### config.mk
export PLATFORM = sky130hd
export DESIGN_NAME = gtp_modulator
export DESIGN_NICKNAME = d
export VERILOG_FILES = /design/src/gtp_pkg.sv /design/src/gtp_insync.sv /design/src/gtp_pulse_timer.sv /design/src/gtp_modulator.sv
export SDC_FILE = /design/constraint.sdc
export NUM_CORES = 1
export LEC_CHECK = 0
export BUFFER_PORTS_ARGS = -buffer_cell sky130_fd_sc_hd__buf_2
export CAP_MARGIN = 20
export CORE_MARGIN = 5
export CORE_UTILIZATION = 34
export DETAILED_ROUTE_END_ITERATION = 10
export GPL_TIMING_DRIVEN = 0
export PLACE_DENSITY = 0.57
export SLEW_MARGIN = 20
export SYNTH_ARGS = -nofsm -noshare
export SYNTH_HDL_FRONTEND = slang
export SYNTH_SLANG_ARGS = --single-unit
### constraint.sdc
create_clock -name sys_clk -period 4.7 [get_ports sys_clk]
set_clock_uncertainty 0.1 [all_clocks]
set_input_delay 0.235 -clock sys_clk [delete_from_list [all_inputs] [get_ports sys_clk]]
set_output_delay 0.235 -clock sys_clk [all_outputs]
set_load 0.03 [all_outputs]
### src/gtp_pkg.sv
// Shared types and constants of the gated/triggered pulse modulator
`default_nettype none
package gtp_pkg;
	// System clock and internal timebase
	localparam int CLK_PERIOD_NS = 4;
	localparam int TICK_NS = 20;
	localparam int TICK_DIV = TICK_NS / CLK_PERIOD_NS;
	localparam logic [7:0] TICK_DIV_LAST = 8'(TICK_DIV - 1);
	// Sync marker must stay high for more than 75 ns
	localparam int SYNC_MIN_NS = 75;
	localparam int SYNC_W_NS = 80;
	localparam int SYNC_W_CYC = (SYNC_W_NS + CLK_PERIOD_NS - 1) / CLK_PERIOD_NS;
	localparam logic [31:0] SYNC_W_CYC_V = 32'(SYNC_W_CYC);
	// Envelope monitor leads the switch drive by a typical 50 ns
	localparam int ENV_LEAD_NS = 50;
	localparam int ENV_LEAD_CYC = ENV_LEAD_NS / CLK_PERIOD_NS;
	// Values after reset, in ns, then in timebase ticks
	localparam longint RST_INTERVAL_NS = 1000000000;
	localparam longint RST_WIDTH_NS = 10000000;
	localparam longint RST_SYNC_DLY_NS = 10000000;
	localparam longint RST_TRIG_DLY_NS = 1000000000;
	localparam logic [31:0] RST_INTERVAL_TK = 32'(RST_INTERVAL_NS / TICK_NS);
	localparam logic [31:0] RST_WIDTH_TK = 32'(RST_WIDTH_NS / TICK_NS);
	localparam logic [31:0] RST_SYNC_DLY_TK = 32'(RST_SYNC_DLY_NS / TICK_NS);
	localparam logic [31:0] RST_TRIG_DLY_TK = 32'(RST_TRIG_DLY_NS / TICK_NS);

	typedef enum logic {GTP_GATED, GTP_TRIGGERED} gtp_mode_e;

	// Modulator setup; all times in timebase ticks
	typedef struct packed {
		logic pulse_modulation_on;
		gtp_mode_e mode;
		logic gate_active_low;
		logic trig_falling;
		logic [31:0] repetition_interval;
		logic [31:0] width;
		logic [31:0] sync_delay;
		logic [31:0] trigger_to_pulse_delay;
	} gtp_cfg_s;

	// Observable outputs
	typedef struct packed {
		logic envelope_monitor;
		logic rf_switch_drive;
		logic sync_marker_output;
		logic rf_output_enable_indicator;
	} gtp_out_s;
endpackage
`default_nettype wire

### src/gtp_insync.sv
// Three-stage synchroniser for an asynchronous pin
`default_nettype none
module gtp_insync (
	// Clock and reset
	input wire logic sys_clk,
	input wire logic resetn,
	// Pin and clean level
	input wire logic pin,
	output logic level
);
	logic s1_r;
	logic s2_r;
	logic s3_r;
	logic level_r;

	// First stage feeds only the second
	always_ff @(posedge sys_clk or negedge resetn) begin
		if (!resetn) begin
			s1_r <= 1'b0;
			s2_r <= 1'b0;
			s3_r <= 1'b0;
		end else begin
			s1_r <= pin;
			s2_r <= s1_r;
			s3_r <= s2_r;
		end
	end

	// A change counts once stages two and three agree
	always_ff @(posedge sys_clk or negedge resetn) begin
		if (!resetn) begin
			level_r <= 1'b0;
		end else if (s2_r == s3_r) begin
			level_r <= s3_r;
		end
	end

	assign level = level_r;
endmodule
`default_nettype wire

### src/gtp_pulse_timer.sv
// One-shot: wait a delay in ticks, then hold a pulse for a width
`default_nettype none
module gtp_pulse_timer (
	// Clock and reset
	input wire logic sys_clk,
	input wire logic resetn,
	// Count enables
	input wire logic delay_en,
	input wire logic width_en,
	// Control
	input wire logic clr,
	input wire logic start,
	input wire logic [31:0] delay,
	input wire logic [31:0] width,
	// Status
	output logic busy,
	output logic pulse
);
	typedef enum logic [1:0] {GTP_IDLE, GTP_WAIT, GTP_HIGH} gtp_tmr_e;
	gtp_tmr_e state_r;
	logic [31:0] cnt_r;

	// Starts while busy are ignored; clr aborts at once
	always_ff @(posedge sys_clk or negedge resetn) begin
		if (!resetn) begin
			state_r <= GTP_IDLE;
			cnt_r <= 32'h0;
		end else if (clr) begin
			state_r <= GTP_IDLE;
			cnt_r <= 32'h0;
		end else begin
			unique case (state_r)
				GTP_IDLE: begin
					if (start && delay == 32'h0) begin
						state_r <= GTP_HIGH;
						cnt_r <= width;
					end else if (start) begin
						state_r <= GTP_WAIT;
						cnt_r <= delay;
					end
				end
				GTP_WAIT: begin
					if (delay_en && cnt_r <= 32'h1) begin
						state_r <= GTP_HIGH;
						cnt_r <= width;
					end else if (delay_en) begin
						cnt_r <= cnt_r - 32'h1;
					end
				end
				GTP_HIGH: begin
					// A zero width still yields one count of pulse
					if (width_en && cnt_r <= 32'h1) begin
						state_r <= GTP_IDLE;
					end else if (width_en) begin
						cnt_r <= cnt_r - 32'h1;
					end
				end
				default: begin
					state_r <= GTP_IDLE;
				end
			endcase
		end
	end

	assign busy = (state_r != GTP_IDLE);
	assign pulse = (state_r == GTP_HIGH);
endmodule
`default_nettype wire

### src/gtp_modulator.sv
// Gated and triggered internal pulse modulation generator
// Functional notes
// - Gated: a pulse reaches the RF switch only if the gate passes at its leading edge.
// - Gated: a sync marker follows every internal pulse, gated through or not.
// - Gated: sync marker is over 75 ns and starts the sync delay after the pulse edge.
// - Envelope monitor follows the envelope and leads the switch drive by 50 ns (here 12 cycles, 48 ns).
// - Gate polarity selects high or low as the pass level.
// - Gated: the generator runs free at the repetition interval with set width.
// - Triggered: each valid edge gives one pulse of set width after the set delay.
// - Trigger edge setting picks rising or falling transitions only.
// - Triggered: sync marker over 75 ns starts sync delay after envelope rise.
// - RF passes only while output enable is set; an indicator shows it.
// - Gated setup resets to off, 1 s interval, 10 ms width and sync delay, high.
// - Triggered setup resets to off, 1 s delay, 10 ms width and sync, rising.
`default_nettype none
module gtp_modulator import gtp_pkg::*; #(
	parameter logic [31:0] RST_INTERVAL = RST_INTERVAL_TK,
	parameter logic [31:0] RST_WIDTH = RST_WIDTH_TK,
	parameter logic [31:0] RST_SYNC_DLY = RST_SYNC_DLY_TK,
	parameter logic [31:0] RST_TRIG_DLY = RST_TRIG_DLY_TK
) (
	// Clock and reset
	input wire logic sys_clk,
	input wire logic resetn,
	// Setup, taken on cfg_load, and the output enable, taken every clock
	input wire gtp_cfg_s cfg_in,
	input wire logic cfg_load,
	input wire logic rf_output_enable,
	// Outside pin
	input wire logic gate_trigger_input,
	// Results
	output gtp_out_s mod_out,
	output gtp_cfg_s cfg_active
);
	localparam int LEAD_D = ENV_LEAD_CYC;
	localparam logic [7:0] LEAD_CNT = 8'(ENV_LEAD_CYC);

	gtp_cfg_s cfg_r;
	logic rf_en_r;
	logic [7:0] div_r;
	logic tick_r;
	logic gate_lvl;
	logic gate_prev_r;
	logic gate_ok;
	logic trig_edge;
	logic gated_run;
	logic trig_run;
	logic [31:0] per_cnt_r;
	logic lead_r;
	logic [31:0] wcnt_r;
	logic pass_r;
	logic env_r;
	logic env_nxt;
	logic env_prev_r;
	logic env_rise;
	logic trig_busy;
	logic trig_pulse;
	logic sync_start;
	logic sync_busy;
	logic sync_pulse;
	logic sync_r;
	logic [LEAD_D-1:0] lead_sr_r;
	logic drive_r;
	logic [31:0] sync_len_r;
	logic [7:0] env_on_cnt_r;

	// Setup register; reset values fix both menus at once
	always_ff @(posedge sys_clk or negedge resetn) begin
		if (!resetn) begin
			cfg_r.pulse_modulation_on <= 1'b0;
			cfg_r.mode <= GTP_GATED;
			cfg_r.gate_active_low <= 1'b0;
			cfg_r.trig_falling <= 1'b0;
			cfg_r.repetition_interval <= RST_INTERVAL;
			cfg_r.width <= RST_WIDTH;
			cfg_r.sync_delay <= RST_SYNC_DLY;
			cfg_r.trigger_to_pulse_delay <= RST_TRIG_DLY;
		end else if (cfg_load) begin
			cfg_r <= cfg_in;
		end
	end

	// Output enable level comes from logic on this clock
	always_ff @(posedge sys_clk or negedge resetn) begin
		if (!resetn) begin
			rf_en_r <= 1'b0;
		end else begin
			rf_en_r <= rf_output_enable;
		end
	end

	// Timebase divider: one tick every TICK_DIV cycles
	always_ff @(posedge sys_clk or negedge resetn) begin
		if (!resetn) begin
			div_r <= 8'h0;
			tick_r <= 1'b0;
		end else begin
			tick_r <= (div_r == TICK_DIV_LAST);
			div_r <= (div_r == TICK_DIV_LAST) ? 8'h0 : div_r + 8'h1;
		end
	end

	// The pin is TTL from outside, so it is synchronised first
	gtp_insync u_gate_sync (
		.sys_clk(sys_clk),
		.resetn(resetn),
		.pin(gate_trigger_input),
		.level(gate_lvl)
	);

	// Previous clean level for edge detection
	always_ff @(posedge sys_clk or negedge resetn) begin
		if (!resetn) begin
			gate_prev_r <= 1'b0;
		end else begin
			gate_prev_r <= gate_lvl;
		end
	end

	// Pass level and valid edge follow the polarity settings
	assign gate_ok = gate_lvl ^ cfg_r.gate_active_low;
	assign trig_edge = cfg_r.trig_falling ?
		(gate_prev_r && !gate_lvl) : (!gate_prev_r && gate_lvl);
	assign gated_run = cfg_r.pulse_modulation_on && cfg_r.mode == GTP_GATED;
	assign trig_run = cfg_r.pulse_modulation_on &&
		cfg_r.mode == GTP_TRIGGERED;

	// Free-running repetition counter; a lead pulse marks each period start
	always_ff @(posedge sys_clk or negedge resetn) begin
		if (!resetn) begin
			per_cnt_r <= 32'h0;
			lead_r <= 1'b0;
		end else if (!gated_run) begin
			per_cnt_r <= 32'h0;
			lead_r <= 1'b0;
		end else begin
			// Raised with the tick itself, so the width counts whole ticks
			lead_r <= (div_r == TICK_DIV_LAST) && per_cnt_r == 32'h0;
			if (tick_r && per_cnt_r + 32'h1 >= cfg_r.repetition_interval) begin
				per_cnt_r <= 32'h0;
			end else if (tick_r) begin
				per_cnt_r <= per_cnt_r + 32'h1;
			end
		end
	end

	// Width counter and gate decision, both taken at the lead edge
	always_ff @(posedge sys_clk or negedge resetn) begin
		if (!resetn) begin
			wcnt_r <= 32'h0;
			pass_r <= 1'b0;
		end else if (!gated_run) begin
			wcnt_r <= 32'h0;
			pass_r <= 1'b0;
		end else if (lead_r) begin
			wcnt_r <= cfg_r.width;
			pass_r <= gate_ok;
		end else if (tick_r && wcnt_r != 32'h0) begin
			wcnt_r <= wcnt_r - 32'h1;
		end
	end

	// Triggered one-shot; a mode change aborts it
	gtp_pulse_timer u_trig_tmr (
		.sys_clk(sys_clk),
		.resetn(resetn),
		.delay_en(tick_r),
		.width_en(tick_r),
		.clr(!trig_run),
		.start(trig_run && trig_edge),
		.delay(cfg_r.trigger_to_pulse_delay),
		.width(cfg_r.width),
		.busy(trig_busy),
		.pulse(trig_pulse)
	);

	// Envelope: open when modulation is off, else the active mode's pulse
	always_comb begin
		if (!cfg_r.pulse_modulation_on) begin
			env_nxt = 1'b1;
		end else if (cfg_r.mode == GTP_GATED) begin
			env_nxt = pass_r && wcnt_r != 32'h0;
		end else begin
			env_nxt = trig_pulse;
		end
	end

	// Envelope monitor register and its previous value
	always_ff @(posedge sys_clk or negedge resetn) begin
		if (!resetn) begin
			env_r <= 1'b0;
			env_prev_r <= 1'b0;
		end else begin
			env_r <= env_nxt;
			env_prev_r <= env_r;
		end
	end

	assign env_rise = env_r && !env_prev_r;

	// Sync marker source: every internal lead, or the envelope rise
	assign sync_start = gated_run ? lead_r : (trig_run && env_rise);

	// Sync marker one-shot; a new start while busy is dropped
	gtp_pulse_timer u_sync_tmr (
		.sys_clk(sys_clk),
		.resetn(resetn),
		.delay_en(tick_r),
		.width_en(1'b1),
		.clr(!cfg_r.pulse_modulation_on),
		.start(sync_start),
		.delay(cfg_r.sync_delay),
		.width(SYNC_W_CYC_V),
		.busy(sync_busy),
		.pulse(sync_pulse)
	);

	// Switch drive lags the monitor so the monitor leads the RF pulse
	always_ff @(posedge sys_clk or negedge resetn) begin
		if (!resetn) begin
			lead_sr_r <= '0;
			drive_r <= 1'b0;
			sync_r <= 1'b0;
		end else begin
			lead_sr_r <= {lead_sr_r[LEAD_D-2:0], env_r};
			drive_r <= lead_sr_r[LEAD_D-2] && rf_en_r;
			sync_r <= sync_pulse;
		end
	end

	// Output bundle
	assign mod_out.envelope_monitor = env_r && rf_en_r;
	assign mod_out.rf_switch_drive = drive_r;
	assign mod_out.sync_marker_output = sync_r;
	assign mod_out.rf_output_enable_indicator = rf_en_r;
	assign cfg_active = cfg_r;

	// Length of the current sync marker, for checking only
	always_ff @(posedge sys_clk or negedge resetn) begin
		if (!resetn) begin
			sync_len_r <= 32'h0;
		end else if (sync_r) begin
			sync_len_r <= sync_len_r + 32'h1;
		end else begin
			sync_len_r <= 32'h0;
		end
	end

	// Cycles the monitor has stood high with output enabled, for checking
	always_ff @(posedge sys_clk or negedge resetn) begin
		if (!resetn) begin
			env_on_cnt_r <= 8'h0;
		end else if (!(env_r && rf_en_r)) begin
			env_on_cnt_r <= 8'h0;
		end else if (env_on_cnt_r != 8'hff) begin
			env_on_cnt_r <= env_on_cnt_r + 8'h1;
		end
	end
endmodule
`default_nettype wire

**Yosys cells after proc, flatten, opt, wreduce, memory -nomap -nowiden**

Cells that the tools add are included.

- Output and inout bits: 136
- Register bits: 296
- Input port bits: 137

- Equality and inequality tests: 20
- Multiplexer cells: 40
- Bitwise logic cells: 2
- Add/subtract/negate cells: 5
- Order comparisons: 3
- Reductions and logical operators: 30

Operators by type and width:

| kind | count |
|---|---|
| 32-bit two-way mux | 18 |
| 32-bit one-hot mux with 3 select lines | 2 |
| 32-bit logical NOT | 3 |
| 32-bit by 1-bit subtractor with 32-bit output, second input constant | 3 |
| 32-bit by 1-bit <= comparator with 1-bit output, second input constant | 2 |
| 32-bit by 1-bit adder with 32-bit output, second input constant | 1 |
| 32-bit greater-or-equal comparator | 1 |
| 32-bit nonzero test | 1 |
| 2-bit two-way mux | 10 |
| 1-bit logical AND | 17 |
| 3-bit by 2-bit != test with 1-bit output, second input constant | 5 |
| 2-bit one-hot mux with 3 select lines | 2 |
| 3-bit AND reduction | 3 |
| 8-bit by 1-bit adder with 8-bit output, second input constant | 1 |
| 8-bit by 3-bit equality test with 1-bit output, second input constant | 1 |
| 8-bit two-way mux | 1 |
| 4-bit by 1-bit != test with 1-bit output, second input constant | 2 |
| 4-bit by 2-bit != test with 1-bit output, second input constant | 2 |
| 1-bit two-way mux | 7 |
| 3-bit != test, second input constant | 2 |
| 2-bit by 1-bit equality test with 1-bit output, second input constant | 2 |
| 2-bit equality test, second input constant | 2 |
| 2-bit logical NOT | 2 |
| 4-bit by 3-bit != test with 1-bit output, second input constant | 1 |
| other kinds (7) | 9 |

**Longest topological paths before layout**

Gate-level depths: netlist (run 1).

- Word-level depth: 8
- Depth in mapped cells: 17

**By module**

From an unflattened synthesis (run 1), not the netlist that was laid out.

- Cells, all modules: 1821
- Area, all modules: 17404.2 um2

By module, submodules not included:

| module | cells an instance | seq. area each (um2) | times used | area each (um2) |
|---|---|---|---|---|
| gtp_modulator | 1001 | 5627.9 | 1 | 10775.3 |
| gtp_pulse_timer (u_sync_tmr) | 412 | 850.8 | 1 | 3290.7 |
| gtp_pulse_timer (u_trig_tmr) | 403 | 850.8 | 1 | 3226.8 |
| gtp_insync | 5 | 100.1 | 1 | 111.4 |

**Worst setup path before layout (run 1)**

Ideal clock, no wire load.

- Kind: flip-flop to flip-flop
- From: reg per_cnt_r[4]
- To: reg per_cnt_r[10]
- Arrival: 4.000 ns
- Cell stages (with the launch flop): 17
- Path slack: 0.534 ns
- Setup time: 0.066 ns
- Cell sequence: dfrtp_1 -> buf_2 -> nand3_1 -> nor4_2 -> nand3_1 -> or3_1 -> and2_1 -> or2_2 -> ha_1 -> nand3_1 -> nand2_1 -> a2111oi_0 -> nor4b_1 -> and3_1 -> clkbuf_1 -> clkbuf_1 -> a22o_1

- Word-level cells in the longest chain between the ends: 5
- Elaborated cells on any way between the ends: 7
- Classes of those cells: add/sub (1); order compare (1); eq/ne (1); mux (3); reduce/logical (1)

Ends and longest elaborated chain:

| element | line | source |
|---|---|---|
| start: declaration | gtp_modulator.sv:48 | `logic [31:0] per_cnt_r;` |
| start signal: assignment | gtp_modulator.sv:142 | `per_cnt_r <= per_cnt_r + 32'h1;` |
| 32-bit by 1-bit adder with 32-bit output * | gtp_modulator.sv:139, gtp_modulator.sv:142 |  |
| 32-bit greater-or-equal comparator | gtp_modulator.sv:139 | `if (tick_r && per_cnt_r + 32'h1 >= cfg_r.repetition_interval) begin` |
| 1-bit logical AND | gtp_modulator.sv:139 |  |
| 32-bit two-way mux | gtp_modulator.sv:139 |  |
| 32-bit two-way mux | gtp_modulator.sv:133 | `end else if (!gated_run) begin` |

Every way passes the cells marked *; elsewhere a longest branch is shown, timed or not. The select of a mux whose other input is x is not followed.
A chain may end at the register's enable or synchronous reset.

**Final worst setup path (run 1)**

- From: reg per_cnt_r[2]
- To: reg per_cnt_r[12]

Same word-level chain as after synthesis.

==> results of run 1 <==
[final cells by class]
cell class | count | area, sq um
inverter | 73 | 274
antenna | 1 | 2.50
multi-input combinational | 1190 | 8150
fill | 4468 | 25700
sequential | 295 | 7430
clock buffer | 58 | 1110
tap | 607 | 759
timing repair buffer | 413 | 2830
buffer | 89 | 389
clock inverter | 9 | 116
[flip-flops by register name, summed over array words and instances, names as in the netlist]
| register | flops |
|---|---|
| cfg_active | 132 |
| per_cnt_r | 32 |
| u_sync_tmr.cnt_r | 32 |
| u_trig_tmr.cnt_r | 32 |
| wcnt_r | 32 |
| lead_sr_r | 11 |
| div_r | 8 |
| u_sync_tmr.state_r | 2 |
| u_trig_tmr.state_r | 2 |
| drive_r | 1 |
| env_r | 1 |
| gate_prev_r | 1 |
| lead_r | 1 |
| pass_r | 1 |
| rf_en_r | 1 |
| sync_r | 1 |
| tick_r | 1 |
| u_gate_sync.level | 1 |
| u_gate_sync.s1_r | 1 |
| u_gate_sync.s2_r | 1 |
| u_gate_sync.s3_r | 1 |
[path summary, 6_finish.rpt]
check | start | endpoint | slack (ns)
hold reg to reg | lead_sr_r[3] | lead_sr_r[4] | 0.24
min in group sys_clk | cfg_load | cfg_active[18] | 0.16
max in group asynchronous | resetn | cfg_active[7] | 3.20
hold / removal | resetn | per_cnt_r[16] | 0.1
setup / recovery | per_cnt_r[2] | per_cnt_r[12] | 0.29
setup reg to reg | per_cnt_r[2] | per_cnt_r[12] | 0.29
[layer usage]
metal / up-vias / share of wire, % / track usage [%]
met3: 147 / 7.6 / 5.78
met4: 2 / 3.8 / 8.68
met5: - / 0.021 / 0
li1: 7018 / - / -
met1: 7721 / 42 / 29.4
met2: 630 / 46 / 35.6
[logic make-up after synthesis]
family / count (synthesis) / synth area share (%)
AND/OR/NAND/NOR: 563 / 18.2
multiplexers: 95 / 6.60
adder cells (fa/ha/maj): 48 / 3.71
AO/OA/AOI/OAI: 417 / 17.7
flip-flops: 295 / 46.1
buffers and inverters: 163 / 4.07
XOR/XNOR: 67 / 3.64
[report_power, final]
| group | switching [W] | internal, W | total, W |
|---|---|---|---|
| Combinational | 0.00203 | 0.00113 | 0.00316 |
| Clock | 0.00118 | 0.00173 | 0.00291 |
| Sequential | 0.000342 | 0.00281 | 0.00315 |
| Total | 0.00355 | 0.00567 | 0.00922 |
[through the flow]
stage          cells  worst slack (ns)  area (sq um)  setup TNS (ns)  util (%)
6_report        2735             0.293         21100               0      45.0
5_1_grt         2735            0.0394         21100               0      45.0
3_5_place_dp    2529            -0.940         18300          -25.08      39.2
2_1_floorplan   1648             0.534         16100               0         -
4_1_cts         2734            0.0416         21000               0      44.9
3_3_place_gp    2526             -2.52         18200         -683.11      39.0
[cell usage after synthesis (all sizes together) (37+ instances only)]
cell type	instances
a21oi	68
a22o	40
clkbuf	66
dfrtp	257
dfstp	38
ha	47
inv	72
mux2	91
nand2	158
nand3	72
nor2	99
nor3	40
nor4	59
o21ai	120
xnor2	37
[worst max-delay path: cells and delay by family, from the launching register on]
kind,cells,cell delay [ns]
flops,1,0.31
fa+ha+maj,1,0.29
compound gates,2,0.51
simple gates,11,2.67
buf+inv,2,0.46
[timing repair]
item | CTS | global route
pin swaps | 2 | 1
resized for setup | 16 | 6
hold buffers | 135 | 0
endpoints found under the hold margin | 307 | 0
cloned | 0 | 0
buffers inserted | 3 | 1
endpoints found under the setup margin | 32 | 28
==> results.sh, run 1 <==
export IMPL_status="finished clean"
export IMPL_yosys_area_top_type="dfrtp_1"
export IMPL_grt_max_degree=91
export IMPL_routabilityCongestion=0.964
export IMPL_clock_fmax_mhz=227
export IMPL_cts_clk_slew_worst_paths_ns=0.06
export IMPL_dieArea_sq_um=51900
export IMPL_clk_latency_ns=0.56
export IMPL_max_stage_delay_ns=0.46
export IMPL_cts_root_buf="clkbuf_16"
export IMPL_die_h_um=228
export IMPL_via_per_inst=5.67
export IMPL_place_hpwl_mm=43.2
export IMPL_drc=0
export IMPL_synth_top_cell_area_share_pct=39.9
export IMPL_seq_area_frac_synth_pct=46.1
export IMPL_drv_slew=0
export IMPL_grt_util_all_layers_pct=22.4
export IMPL_layout_nets=2283
export IMPL_slew_headroom_pct=22.5
export IMPL_endpoint_kind="flop"
export IMPL_numCtsBuffers=37
export IMPL_area_growth_pct=30.6
export IMPL_synth_area_sq_um=16100
export IMPL_path_common_cell="nand3_1"
export IMPL_synth_cells=1648
export IMPL_rsz0062_at_grt="false"
export IMPL_tightestPinTransition_ns=1.16
export IMPL_synth_cell_type_count=86
export IMPL_path_cells="buf_2 -> nand4_1 -> nor4_4 -> nand3_2 -> or3_1 -> and2_1 -> or2_2 -> ha_1 -> nand3_1 -> nand2_1 -> a2111oi_4 -> nor4b_4 -> nand3_1 -> clkbuf_2 -> nor3b_1 -> a21o_1"
export IMPL_routedWlPerCell_um=22.2
export IMPL_std_cell_rows=79
export IMPL_final_common_cell="buf_2"
export IMPL_syn_area_per_cell_sq_um=9.79
export IMPL_ys_warn_count=0
export IMPL_htree_levels=2
export IMPL_synth_edff_count=0
export IMPL_cts_tree="done"
export IMPL_grt_pass1_wl_mm=92.6
export IMPL_grt_overflow=0
export IMPL_period_share_pct=93.8
export IMPL_clkSinkCount=295
export IMPL_drtIter0Drc=1214
export IMPL_antenna_found_initial=2
export IMPL_drive_gt1_share_pct=24.6
export IMPL_ys_top_cells_by_area="dfrtp_1 40%, mux2_2 6.3%, dfstp_2 6.2%"
export IMPL_reg2reg_depth=16
export IMPL_vias=15500
export IMPL_syn_num_nets=1832
export IMPL_ant_nets=0
export IMPL_worst_setup_path_type="reg2reg"
export IMPL_ys_flop_type="dfrtp_1"
export IMPL_portBuffers=271
export IMPL_p_per_area_nw_per_um2=438
export IMPL_startpoint_type="flop"
export IMPL_io_pins=273
export IMPL_first_global_vias=15600
export IMPL_power_w=0.00922
export IMPL_clock_path_buffers=3
export IMPL_dr_pass1_iters=8
export IMPL_cp_slowest_cell="or3_1"
export IMPL_leakagePower_nw=9.44
export IMPL_holdWs_ns=0.0995
export IMPL_final_setup_viol_count=0
export IMPL_ys_ff_latch=295
export IMPL_synth_async_reset_ratio_pct=100
export IMPL_final_cell_mix="282 x buf_2, 256 x dfrtp_1, 157 x nand2_1"
export IMPL_arrival_ns=4.81
export IMPL_period_minus_slack_ns=4.41
export IMPL_die_w_um=228
export IMPL_worstPathRequired_ns=5.10
export IMPL_core_area_sq_um=46800
export IMPL_vdd_drop_max_v=0.000251
export IMPL_wl_mm=60.8
export IMPL_drv_cap=0
export IMPL_critical_path_peak_fanout=10
export IMPL_start_util_pct=34.5
export IMPL_final_hold_viol_count=0
export IMPL_hold_path_class="in2async"
Note: power is estimated with default switching activity, not from simulation.
==> inputs of run 2 (changes only) <==
Settings changed: CORE_MARGIN 5 to unset.
==> run 2 against run 1 <==
  * The flow now finishes with violations (design-rule violations)
  * Routed wire length shrank 1.0%
  * Non-clock buffer count shrank 3
  * Largest cell class unchanged
  * Final area grew 0.39%
  * Largest power group unchanged
  * Sequential power is essentially flat
==> results.sh, run 2 (synthesis gave the netlist of run 1 again) <==
export IMPL_grt_overflow=0
export IMPL_worstPathRequired_ns=5.04
export IMPL_worst_path_buf_inv=2
export IMPL_layout_nets=2281
export IMPL_clock_path_buffers=3
export IMPL_placed_area_sq_um=18300
export IMPL_drtIter0Drc=1072
export IMPL_htree_levels=2
export IMPL_area_growth_pct=31.1
export IMPL_grt_util_all_layers_pct=24.8
export IMPL_drv_cap=0
export IMPL_clk_latency_ns=0.56
export IMPL_period_share_pct=94.5
export IMPL_drv_slew=0
export IMPL_core_area_sq_um=46700
export IMPL_leakagePower_nw=9.50
export IMPL_largest_register_ffs=132
export IMPL_path_cells="buf_2 -> nand3_2 -> nor4_4 -> nand3_1 -> or3_1 -> and2_1 -> or2_2 -> ha_1 -> nand4_1 -> nor4_4 -> o21ai_0 -> nand3_1 -> buf_2 -> o22ai_1 -> a22o_1"
export IMPL_status="finished, violations left"
export IMPL_cts_clk_slew_worst_paths_ns=0.05
export IMPL_routabilityCongestion=0.934
export IMPL_final_area_sq_um=21100
export IMPL_clkSinkCount=295
export IMPL_clock_fmax_mhz=225
export IMPL_violations="design-rule violations"
export IMPL_tightestPinTransition_ns=1.01
export IMPL_cp_num_cells=15
export IMPL_grt_max_degree=90
export IMPL_die_h_um=220
export IMPL_endpoint_kind="flop"
export IMPL_antenna_found_initial=3
export IMPL_io_pins=273
export IMPL_ant_nets=0
export IMPL_place_ws_ns=-0.940
export IMPL_cts_root_buf="clkbuf_16"
export IMPL_vias=15500
export IMPL_critical_path_peak_fanout=10
export IMPL_slew_headroom_pct=32.8
export IMPL_die_w_um=220
export IMPL_reg2reg_depth=15
export IMPL_fillCellCount=4453
export IMPL_period_minus_slack_ns=4.44
export IMPL_grt_pass1_wl_mm=91.2
export IMPL_final_setup_viol_count=0
export IMPL_portBuffers=271
export IMPL_std_cell_rows=79
export IMPL_dr_pass1_iters=8
export IMPL_numCtsBuffers=38
export IMPL_vdd_drop_max_v=0.000307
export IMPL_startpoint_type="flop"
export IMPL_drc=28
export IMPL_via_per_inst=5.66
export IMPL_wl_mm=60.2
export IMPL_hold_path_class="in2async"
export IMPL_path_delay_family="simple AND/OR/NAND/NOR gates"
export IMPL_cp_slowest_cell="or3_1"
export IMPL_routedWlPerCell_um=22.0
export IMPL_dieArea_sq_um=48300
export IMPL_start_util_pct=34.6
export IMPL_drive_gt1_share_pct=24.8
export IMPL_first_global_vias=15300
export IMPL_rsz0062_at_grt="false"
export IMPL_final_hold_viol_count=0
export IMPL_place_hpwl_mm=42.8
export IMPL_cts_tree="done"
export IMPL_p_per_area_nw_per_um2=448
export IMPL_final_cell_mix="283 x buf_2, 256 x dfrtp_1, 157 x nand2_1"
export IMPL_layout_setup_ws_ns=0.260
export IMPL_max_stage_delay_ns=0.47
export IMPL_arrival_ns=4.78
export IMPL_final_common_cell="buf_2"
export IMPL_worst_setup_path_type="reg2reg"
-- run 2: changes by cell type in the layout (fill, tap and decap cells not counted), sizes merged --
cell      change
clkinvlp      -4
clkinv        +2
diode         +2
clkbuf        -3
bufinv        +4
buf           -1
-- run 2: timing repair --
action / in CTS / in global routing
pin swaps: 2 / 1
hold endpoints to repair: 324 / 0
hold buffers: 135 / 0
setup endpoints to repair: 32 / 31
buffers inserted: 2 / 0
gates resized for setup: 16 / 7
-- run 2: final timing paths --
path	from	end	slack [ns]
max	per_cnt_r[4]	per_cnt_r[30]	0.26
min	resetn	cfg_active[112]	0.09
max reg2reg	per_cnt_r[4]	per_cnt_r[30]	0.26
min reg2reg	lead_sr_r[5]	lead_sr_r[6]	0.24
max in group asynchronous	resetn	cfg_active[13]	3.18
min in group sys_clk	cfg_load	cfg_active[18]	0.18
-- run 2: layout make-up --
type / instances / area [sq um] / area share (%)
diodes: 3 / 7.51 / 0.0355
plain buffers: 88 / 385 / 1.82
clock buffers: 57 / 1110 / 5.26
clock inverters: 11 / 216 / 1.02
inverters: 73 / 274 / 1.30
multi-input cells: 1190 / 8140 / 38.5
flip-flops and latches: 295 / 7430 / 35.2
well taps: 607 / 759 / 3.59
repair buffers: 411 / 2820 / 13.3
-- run 2: power breakdown --
part,leakage [nW],total (W),switching (W),internal (W)
combinational,5.13,0.00318,0.00205,0.00113
sequential,3.71,0.00315,0.000341,0.00281
clock,0.652,0.00313,0.00117,0.00196
total,9.50,0.00946,0.00356,0.00590
-- run 2: metrics by stage --
stage | std cells | total power, W | hold slack [ns] | setup TNS, ns | utilization, %
2_1_floorplan | 1648 | 0.00519 | -0.161 | 0 | -
4_1_cts | 2734 | 0.00947 | 0.0779 | 0 | 45.2
6_report | 2735 | 0.00946 | 0.0893 | 0 | 45.3
3_5_place_dp | 2529 | 0.00620 | 0.0751 | -23.76 | 39.3
5_1_grt | 2734 | 0.00991 | 0.105 | 0 | 45.3
3_3_place_gp | 2526 | 0.00616 | 0.231 | -677.34 | 39.1
-- run 2: per-layer routing --
layer  up-vias  routed length, um  GRT usage (%)
met5         -                  0              0
met4         0               2830           11.5
met3       182               3850           4.14
met2       613              27700           38.9
met1      7678              25800           33.3
li1       7017                  -              -
